==> config.mk <==
export PLATFORM = sky130hd
export DESIGN_NAME = mdu_mul_div
export DESIGN_NICKNAME = d
export VERILOG_FILES = /design/src/mdu_pkg.sv /design/src/mdu_mul_div.sv
export SDC_FILE = /design/constraint.sdc
export NUM_CORES = 1
export LEC_CHECK = 0
export BUFFER_PORTS_ARGS = -buffer_cell sky130_fd_sc_hd__buf_2
export CORE_ASPECT_RATIO = 0.75
export CORE_UTILIZATION = 34
export CTS_CLUSTER_DIAMETER = 100
export DETAILED_ROUTE_END_ITERATION = 16
export GPL_TIMING_DRIVEN = 0
export PLACE_DENSITY_LB_ADDON = 0.05
export SYNTH_ARGS = -nofsm -noshare
export SYNTH_HDL_FRONTEND = slang
export SYNTH_SLANG_ARGS = --single-unit
==> constraint.sdc <==
create_clock -name i_ref_clk -period 69.7 [get_ports i_ref_clk]
set_input_delay 13.94 -clock i_ref_clk [delete_from_list [all_inputs] [get_ports i_ref_clk]]
set_output_delay 13.94 -clock i_ref_clk [all_outputs]
set_load 0.01 [all_outputs]
==> src/mdu_pkg.sv <==
/*
 * Constants, register map and carrier types of the multiply/divide unit.
 * Assumes a CPU special function register port with 4-bit data and
 * an 8-bit address, and one synchronous clock for everything.
 */
// Summary of operation
// - A multiply puts the unsigned product of C and E into D (high byte) and C (low byte) five machine cycles after start.
// - A divide puts the quotient of D:C by E into D:C and the remainder into F ten machine cycles after start.
// - Each operand and result register is a 4-bit read/write register and low/high pairs form the 8-bit C, D, E and F values.
// - Multiply and divide never change the E operand.
// - After a multiply the overflow flag is one exactly when the high product byte is nonzero.
// - Writing one to condition bit 0 while idle starts a multiply and that bit clears itself when the multiply completes.
// - Writing one to condition bit 1 while idle, with bit 0 zero, starts a divide and that bit clears itself when the divide completes ten machine cycles later.
// - After a divide the error flag is one exactly when the divisor E was zero.
// - A divide by zero loads D:C with all ones and copies the previous C value into F.
// - System reset clears all operand, result and condition bits to zero.
// - Nothing saves or restores the operand registers when an interrupt is taken.
package mdu_pkg;

    // ========================================================
    // register addresses
    localparam logic [7:0] MDU_ADDR_COND   = 8'h86;
    localparam logic [7:0] MDU_ADDR_C_LOW  = 8'h87;
    localparam logic [7:0] MDU_ADDR_C_HIGH = 8'h88;
    localparam logic [7:0] MDU_ADDR_D_LOW  = 8'h89;
    localparam logic [7:0] MDU_ADDR_D_HIGH = 8'h8a;
    localparam logic [7:0] MDU_ADDR_E_LOW  = 8'h8b;
    localparam logic [7:0] MDU_ADDR_E_HIGH = 8'h8c;
    localparam logic [7:0] MDU_ADDR_F_LOW  = 8'h8d;
    localparam logic [7:0] MDU_ADDR_F_HIGH = 8'h8e;

    // ========================================================
    // condition register fields and reset values
    localparam int         MDU_BIT_MULTIPLY_START_BIT     = 0;
    localparam int         MDU_BIT_DIVIDE_START_BIT     = 1;
    localparam int         MDU_BIT_EF       = 2;
    localparam int         MDU_BIT_OV       = 3;
    localparam logic [3:0] MDU_COND_RESET   = 4'h0;
    localparam logic [7:0] MDU_OPERAND_RESET = 8'h00;
    localparam logic [15:0] MDU_DIV_ZERO_QUOT = 16'hffff;

    // ========================================================
    // timing in machine cycles
    localparam int MDU_MUL_MCYCLES = 5;
    localparam int MDU_DIV_MCYCLES = 10;

    // ========================================================
    // types
    typedef struct packed {
        logic       wr;
        logic       rd;
        logic [7:0] addr;
        logic [3:0] wdata;
    } mdu_sfr_req_t;

    typedef enum logic [1:0] {
        MDU_IDLE,
        MDU_MUL,
        MDU_DIV
    } mdu_state_t;

endpackage : mdu_pkg

==> src/mdu_mul_div.sv <==
/*
 * Multiply/divide unit: nine 4-bit SFRs, an 8x8 multiplier and a
 * 16/8 divider that commit after a fixed count of machine cycles.
 * Assumes the CPU drives i_req synchronously to i_ref_clk, one
 * access per cycle, and that a machine cycle is CLKS_PER_MCYCLE clocks.
 */
`timescale 1ns/100ps
module mdu_mul_div #(
    parameter int unsigned CLKS_PER_MCYCLE = 4
) (
    // clock and reset
    input  wire logic                i_ref_clk,
    input  wire logic                i_rst,
    // sfr access
    input  wire mdu_pkg::mdu_sfr_req_t i_req,
    output logic [3:0]               o_rdata,
    output logic                     o_rvalid,
    // status
    output logic                     o_busy
);

    // ========================================================
    // storage
    logic [7:0]          opc;
    logic [7:0]          opd;
    logic [7:0]          ope;
    logic [7:0]          opf;
    logic                ov;
    logic                ef;
    logic                divide_start_bit;
    logic                multiply_start_bit;
    mdu_pkg::mdu_state_t state;
    logic [7:0]          clk_cnt;
    logic [3:0]          mcyc_cnt;
    logic [15:0]         lat_dividend;
    logic [7:0]          lat_e;
    logic [7:0]          lat_c;

    // ========================================================
    // decode and arithmetic
    logic        wr_cond;
    logic        start_mul;
    logic        start_div;
    logic        mcycle_tick;
    logic        commit;
    logic [15:0] product;
    logic [15:0] quotient;
    logic [7:0]  remainder;
    logic        div_zero;

    assign wr_cond   = i_req.wr && (i_req.addr == mdu_pkg::MDU_ADDR_COND);
    // a start write while busy is ignored; multiply wins if both bits are set
    assign start_mul = wr_cond && (state == mdu_pkg::MDU_IDLE)
                       && i_req.wdata[mdu_pkg::MDU_BIT_MULTIPLY_START_BIT];
    assign start_div = wr_cond && (state == mdu_pkg::MDU_IDLE)
                       && !i_req.wdata[mdu_pkg::MDU_BIT_MULTIPLY_START_BIT]
                       && i_req.wdata[mdu_pkg::MDU_BIT_DIVIDE_START_BIT];
    assign mcycle_tick = (state != mdu_pkg::MDU_IDLE)
                         && (clk_cnt == 8'(CLKS_PER_MCYCLE - 1));
    assign commit = mcycle_tick && (((state == mdu_pkg::MDU_MUL)
                        && (mcyc_cnt == 4'(mdu_pkg::MDU_MUL_MCYCLES - 1)))
                    || ((state == mdu_pkg::MDU_DIV)
                        && (mcyc_cnt == 4'(mdu_pkg::MDU_DIV_MCYCLES - 1))));
    // operands are latched at start so late sfr writes cannot corrupt a result
    // both factors widened to the product width so no bits are dropped
    assign product   = {8'h00, lat_dividend[7:0]} * {8'h00, lat_e};
    assign div_zero  = (lat_e == 8'h00);
    assign quotient  = div_zero ? mdu_pkg::MDU_DIV_ZERO_QUOT
                                : lat_dividend / {8'h00, lat_e};
    assign remainder = div_zero ? lat_c
                                : 8'(lat_dividend % {8'h00, lat_e});

    // ========================================================
    // sequencer: machine cycle divider restarts at each start so the
    // latency is an exact number of clocks
    always_ff @(posedge i_ref_clk or posedge i_rst) begin
        if (i_rst) begin
            state    <= mdu_pkg::MDU_IDLE;
            clk_cnt  <= 8'h00;
            mcyc_cnt <= 4'h0;
        end else begin
            unique case (state)
                mdu_pkg::MDU_IDLE: begin
                    clk_cnt  <= 8'h00;
                    mcyc_cnt <= 4'h0;
                    if (start_mul) begin
                        state <= mdu_pkg::MDU_MUL;
                    end else if (start_div) begin
                        state <= mdu_pkg::MDU_DIV;
                    end
                end
                mdu_pkg::MDU_MUL, mdu_pkg::MDU_DIV: begin
                    if (commit) begin
                        state <= mdu_pkg::MDU_IDLE;
                    end
                    if (mcycle_tick) begin
                        clk_cnt  <= 8'h00;
                        mcyc_cnt <= mcyc_cnt + 4'h1;
                    end else begin
                        clk_cnt  <= clk_cnt + 8'h01;
                    end
                end
            endcase
        end
    end

    // operand latch at start
    always_ff @(posedge i_ref_clk or posedge i_rst) begin
        if (i_rst) begin
            lat_dividend <= {mdu_pkg::MDU_OPERAND_RESET, mdu_pkg::MDU_OPERAND_RESET};
            lat_e        <= mdu_pkg::MDU_OPERAND_RESET;
            lat_c        <= mdu_pkg::MDU_OPERAND_RESET;
        end else if (start_mul || start_div) begin
            lat_dividend <= start_mul ? {8'h00, opc} : {opd, opc};
            lat_e        <= ope;
            lat_c        <= opc;
        end
    end

    // ========================================================
    // operand registers: sfr writes, overridden by a commit in the same
    // cycle; no save/restore exists for interrupts
    always_ff @(posedge i_ref_clk or posedge i_rst) begin
        if (i_rst) begin
            opc <= mdu_pkg::MDU_OPERAND_RESET;
            opd <= mdu_pkg::MDU_OPERAND_RESET;
            ope <= mdu_pkg::MDU_OPERAND_RESET;
            opf <= mdu_pkg::MDU_OPERAND_RESET;
        end else begin
            if (i_req.wr) begin
                unique case (i_req.addr)
                    mdu_pkg::MDU_ADDR_C_LOW:  opc[3:0] <= i_req.wdata;
                    mdu_pkg::MDU_ADDR_C_HIGH: opc[7:4] <= i_req.wdata;
                    mdu_pkg::MDU_ADDR_D_LOW:  opd[3:0] <= i_req.wdata;
                    mdu_pkg::MDU_ADDR_D_HIGH: opd[7:4] <= i_req.wdata;
                    mdu_pkg::MDU_ADDR_E_LOW:  ope[3:0] <= i_req.wdata;
                    mdu_pkg::MDU_ADDR_E_HIGH: ope[7:4] <= i_req.wdata;
                    mdu_pkg::MDU_ADDR_F_LOW:  opf[3:0] <= i_req.wdata;
                    mdu_pkg::MDU_ADDR_F_HIGH: opf[7:4] <= i_req.wdata;
                    default: ;
                endcase
            end
            // e is never a target of a commit
            if (commit && (state == mdu_pkg::MDU_MUL)) begin
                {opd, opc} <= product;
            end else if (commit) begin
                {opd, opc} <= quotient;
                opf        <= remainder;
            end
        end
    end

    // ========================================================
    // condition register: hardware updates win over a same-cycle write
    always_ff @(posedge i_ref_clk or posedge i_rst) begin
        if (i_rst) begin
            {ov, ef, divide_start_bit, multiply_start_bit} <= mdu_pkg::MDU_COND_RESET;
        end else begin
            if (wr_cond) begin
                ov <= i_req.wdata[mdu_pkg::MDU_BIT_OV];
                ef <= i_req.wdata[mdu_pkg::MDU_BIT_EF];
            end
            if (start_mul) begin
                multiply_start_bit <= 1'b1;
            end else if (start_div) begin
                divide_start_bit <= 1'b1;
            end else if (commit && (state == mdu_pkg::MDU_MUL)) begin
                multiply_start_bit <= 1'b0;
                ov   <= (product[15:8] != 8'h00);
            end else if (commit) begin
                divide_start_bit <= 1'b0;
                ef   <= div_zero;
            end
        end
    end

    // ========================================================
    // read port: data and valid one clock after the read strobe
    always_ff @(posedge i_ref_clk or posedge i_rst) begin
        if (i_rst) begin
            o_rdata  <= 4'h0;
            o_rvalid <= 1'b0;
        end else begin
            o_rvalid <= i_req.rd;
            unique case (i_req.addr)
                mdu_pkg::MDU_ADDR_COND:   o_rdata <= {ov, ef, divide_start_bit, multiply_start_bit};
                mdu_pkg::MDU_ADDR_C_LOW:  o_rdata <= opc[3:0];
                mdu_pkg::MDU_ADDR_C_HIGH: o_rdata <= opc[7:4];
                mdu_pkg::MDU_ADDR_D_LOW:  o_rdata <= opd[3:0];
                mdu_pkg::MDU_ADDR_D_HIGH: o_rdata <= opd[7:4];
                mdu_pkg::MDU_ADDR_E_LOW:  o_rdata <= ope[3:0];
                mdu_pkg::MDU_ADDR_E_HIGH: o_rdata <= ope[7:4];
                mdu_pkg::MDU_ADDR_F_LOW:  o_rdata <= opf[3:0];
                mdu_pkg::MDU_ADDR_F_HIGH: o_rdata <= opf[7:4];
                default:                  o_rdata <= 4'h0;
            endcase
        end
    end

    // busy flag
    always_ff @(posedge i_ref_clk or posedge i_rst) begin
        if (i_rst) begin
            o_busy <= 1'b0;
        end else begin
            o_busy <= (state == mdu_pkg::MDU_IDLE) ? (start_mul || start_div) : !commit;
        end
    end

    // ========================================================
    // checks
    localparam int MUL_LAT = mdu_pkg::MDU_MUL_MCYCLES * int'(CLKS_PER_MCYCLE);
    localparam int DIV_LAT = mdu_pkg::MDU_DIV_MCYCLES * int'(CLKS_PER_MCYCLE);
    localparam int MUL_CHK = MUL_LAT + 1;
    localparam int DIV_CHK = DIV_LAT + 1;
    localparam int MUL_RUN = MUL_LAT - 1;
    localparam int MUL_GAP = MUL_LAT - 2;

    property p_mul_result;
        @(posedge i_ref_clk) disable iff (i_rst)
        start_mul |-> ##MUL_CHK {opd, opc} == ($past(opc, MUL_CHK) * $past(ope, MUL_CHK));
    endproperty
    a_mul_result: assert property (p_mul_result) else $error("multiply result wrong");

    property p_div_result;
        @(posedge i_ref_clk) disable iff (i_rst)
        (start_div && ope != 8'h00) |-> ##DIV_CHK ({opd, opc} == $past({opd, opc}, DIV_CHK)
            / {8'h00, $past(ope, DIV_CHK)}) && (opf == 8'($past({opd, opc}, DIV_CHK)
            % {8'h00, $past(ope, DIV_CHK)}));
    endproperty
    a_div_result: assert property (p_div_result) else $error("divide result wrong");

    property p_e_kept;
        @(posedge i_ref_clk) disable iff (i_rst)
        commit |=> $stable(ope);
    endproperty
    a_e_kept: assert property (p_e_kept) else $error("e changed by commit");

    property p_ov;
        @(posedge i_ref_clk) disable iff (i_rst)
        start_mul |-> ##MUL_CHK ov == (opd != 8'h00);
    endproperty
    a_ov: assert property (p_ov) else $error("overflow flag wrong");

    property p_multiply_start_bit_clear;
        @(posedge i_ref_clk) disable iff (i_rst)
        start_mul |=> (multiply_start_bit throughout ##MUL_RUN 1'b1) ##1 !multiply_start_bit;
    endproperty
    a_multiply_start_bit_clear: assert property (p_multiply_start_bit_clear) else $error("mul start bit timing");

    property p_divide_start_bit_clear;
        @(posedge i_ref_clk) disable iff (i_rst)
        start_div |-> ##DIV_LAT divide_start_bit ##1 !divide_start_bit;
    endproperty
    a_divide_start_bit_clear: assert property (p_divide_start_bit_clear) else $error("div start bit timing");

    property p_ef;
        @(posedge i_ref_clk) disable iff (i_rst)
        start_div |-> ##DIV_CHK ef == ($past(ope, DIV_CHK) == 8'h00);
    endproperty
    a_ef: assert property (p_ef) else $error("error flag wrong");

    property p_div_zero;
        @(posedge i_ref_clk) disable iff (i_rst)
        (start_div && ope == 8'h00) |-> ##DIV_CHK ({opd, opc} == 16'hffff)
            && (opf == $past(opc, DIV_CHK));
    endproperty
    a_div_zero: assert property (p_div_zero) else $error("divide by zero result wrong");

    property p_commit_tick;
        @(posedge i_ref_clk) disable iff (i_rst)
        start_mul |=> (!commit throughout ##MUL_GAP 1'b1) ##1 commit;
    endproperty
    a_commit_tick: assert property (p_commit_tick) else $error("commit at wrong cycle");

endmodule : mdu_mul_div

==> impl_metrics.env <==
export IMPL_fmax_ghz=0.0288
export IMPL_tightestPinTransition_ns=1.11
export IMPL_final_common_cell="ha_1"
export IMPL_hold_buffers=0
export IMPL_final_min_clock_period_ns=34.69
export IMPL_grt_util_met1_pct=32.8
export IMPL_syn_to_final_growth_pct=8.83
export IMPL_maxSlewViolCount=0
export IMPL_die_x_um=214
export IMPL_fp_coreArea_sq_mm=0.0328
export IMPL_post_cts_setup_buffers=0
export IMPL_syn_num_nets=1572
export IMPL_routed_wirelength_mm=35.3
export IMPL_synth_edf_count=0
export IMPL_final_cell_mix="ha_1, nand2_1, nor2_1"
export IMPL_synth_seq_area_share_pct=17.4
export IMPL_drtIter0Drc=679
export IMPL_num_rows=57
export IMPL_final_nets=1603
export IMPL_drtAntennaViolNets=0
export IMPL_maxCapViolCount=0
export IMPL_synth_distinct_cells=96
export IMPL_final_setup_skew_ns=0.00955
export IMPL_place_hpwl_mm=28.1
export IMPL_crit_fanout=10
export IMPL_htreeDepth=3
export IMPL_start_util_pct=35.0
export IMPL_drive_above_1_share_pct=9.74
export IMPL_status="completed"
export IMPL_r2r_start="lat_e[5]$_DFFE_PP0P_"
export IMPL_min_to="multiply_start_bit$_DFFE_PP0P_"
export IMPL_cts_sinks=80
export IMPL_clk_pin_slew_ns=0.06
export IMPL_grt_pass1_vias=9747
export IMPL_routed_via_density=5.50
export IMPL_met3_usage_pct=2.56
export IMPL_grt_usage_pct=20.7
export IMPL_drtPass1Iterations=5
export IMPL_io_pins=22
export IMPL_setup_tns_ns=0
export IMPL_ys_seq_elements=80
export IMPL_start_kind="register"
export IMPL_grt_start_max_net_pins=65
export IMPL_cts_tree="yes"
export IMPL_place_congestion=0.855
export IMPL_rsz0062_at_grt="false"
export IMPL_arrival_ns=34.95
export IMPL_setup_violations=0
export IMPL_ctsRootBufferMaster="clkbuf_16"
export IMPL_hp_start="multiply_start_bit$_DFFE_PP0P_"
export IMPL_reg2reg_to="opf[4]$_DFF_PP0_"
export IMPL_drc=0
export IMPL_n_antenna_cell=0
export IMPL_slew_headroom_pct=25.7
export IMPL_hold_violations=0
export IMPL_port_buffers=19
export IMPL_required_ns=69.96
export IMPL_met2_usage_pct=29.9
export IMPL_crit_top_cell="o21a_1"
export IMPL_final_util_pct=38.1
export IMPL_syn_cell_area_sq_mm=0.0115
export IMPL_r2r_slack_ns=35.01
export IMPL_cts_resized=0
export IMPL_busiest_layer="met1"
export IMPL_crit_type="reg2reg"
export IMPL_cp_end_kind="register"
export IMPL_async_flop_share_pct=100
export IMPL_ys_warn_count=0
export IMPL_wl_per_cell_um=19.1
export IMPL_cts_buffer_depth=2
export IMPL_grt_pass1_wl_mm=56.2
export IMPL_period_share_pct=49.8
export IMPL_r2r_cells=142
export IMPL_syn_area_per_cell_sq_um=8.37
export IMPL_die_y_um=161
export IMPL_vias=10200
export IMPL_antenna_found_initial=0
export IMPL_critical_path_max_stage_delay_ns=0.65
export IMPL_hold_depth=2
export IMPL_clk_latency_ns=0.36
export IMPL_synthCells=1372
export IMPL_ys_flop_type="dfrtp_1"
export IMPL_hold_path_class="reg2reg"
export IMPL_cts_buffers=9
export IMPL_die_area_sq_mm=0.0345
export IMPL_crit_path_top_delay_cell="a311oi_1"
export IMPL_overflow=0
[worst max path at each step]
stage,endpoint,slack (ns),depth (start not counted),start
floorplan,opf[1]$_DFF_PP0_,41.20,143,lat_e[5]$_DFFE_PP0P_
global placement,opf[4]$_DFF_PP0_,35.07,140,lat_e[5]$_DFFE_PP0P_
detailed placement,opf[4]$_DFF_PP0_,35.04,142,lat_e[5]$_DFFE_PP0P_
CTS,opf[4]$_DFF_PP0_,34.90,141,lat_e[5]$_DFFE_PP0P_
global route,opf[4]$_DFF_PP0_,32.02,143,lat_e[5]$_DFFE_PP0P_
finish,opf[4]$_DFF_PP0_,35.01,142,lat_e[5]$_DFFE_PP0P_
[metrics by stage]
stage | hold WS (ns) | cells | instance area [sq um] | worst slack, ns
finish | 0.496 | 1849 | 12500 | 35.01
global route | 0.530 | 1849 | 12500 | 32.02
CTS | 0.486 | 1849 | 12500 | 34.90
detailed placement | 0.471 | 1834 | 12200 | 35.04
global placement | 0.461 | 1833 | 12100 | 35.07
floorplan | 0.448 | 1372 | 11500 | 41.20
[synthesized netlist by cell type, types with 7 or more instances]
cell	n	area, sq um
inv_1	86	323
a22o_1	8	70.1
fa_1	37	741
a31oi_1	17	106
dfrtp_1	80	2000
or3_1	14	87.6
and3_1	11	68.8
o31ai_1	22	165
xor2_1	20	175
o22ai_1	18	113
o21a_1	51	383
a211oi_1	10	75.1
nor3b_1	8	60.1
a21o_1	24	180
mux2_2	65	732
mux2i_1	28	280
ha_1	147	1840
o21ai_0	40	200
nor2b_1	15	93.8
o211ai_1	11	82.6
and2_1	18	113
nor4_1	16	100
nand2b_1	12	75.1
nand2_1	133	499
nand3_1	21	105
clkbuf_1	37	139
nand4_1	7	43.8
nor2_1	125	469
a21oi_1	55	275
xnor2_1	33	289
nor3_1	54	270
[registers in the layout (all words and copies together), names as in the netlist]
signal and cells:
opd 8, multiply_start_bit 1, ope 8, lat_dividend 16
opc 8, o_rdata 4, o_busy 1, o_rvalid 1
ov 1, opf 8, mcyc_cnt 4, clk_cnt 8
lat_e 8, state 2, divide_start_bit 1, ef 1
[critical path, delay by kind of cell (launching register included)]
kind / cells / cell delay (ns)
and+or+nand+nor: 31 / 6.58
AOI/OAI and AO/OA: 80 / 18.40
adders and majority gates: 15 / 4.80
buffers and inverters: 11 / 2.92
DFF: 1 / 0.39
muxes: 5 / 1.49
[logic make-up after synthesis]
logic type               synth area share (%)
buffers and inverters                    4.66
flip-flops                               17.4
AND/OR/NAND/NOR                          20.8
AO/OA/AOI/OAI                            21.4
multiplexers                             9.01
adder cells (fa/ha/maj)                  22.6
XOR/XNOR                                 4.04
[final cells by class]
type | instances | area [sq um]
buffer | 49 | 209
clock buffer | 10 | 229
clock inverter | 5 | 106
fill | 3413 | 20300
inverter | 87 | 329
multi-input combinational | 1156 | 8940
sequential | 80 | 2000
tap | 442 | 553
timing repair buffer | 20 | 123
[layer usage]
layer	wire, um	up-vias
met2	14200	136
met4	215	0
met5	0	-
met1	19800	4909
li1	-	5117
met3	1060	15
Power is left out: the tool's default activity adds up to more than one toggle a clock period on the data nets, which glitch-free logic cannot reach.
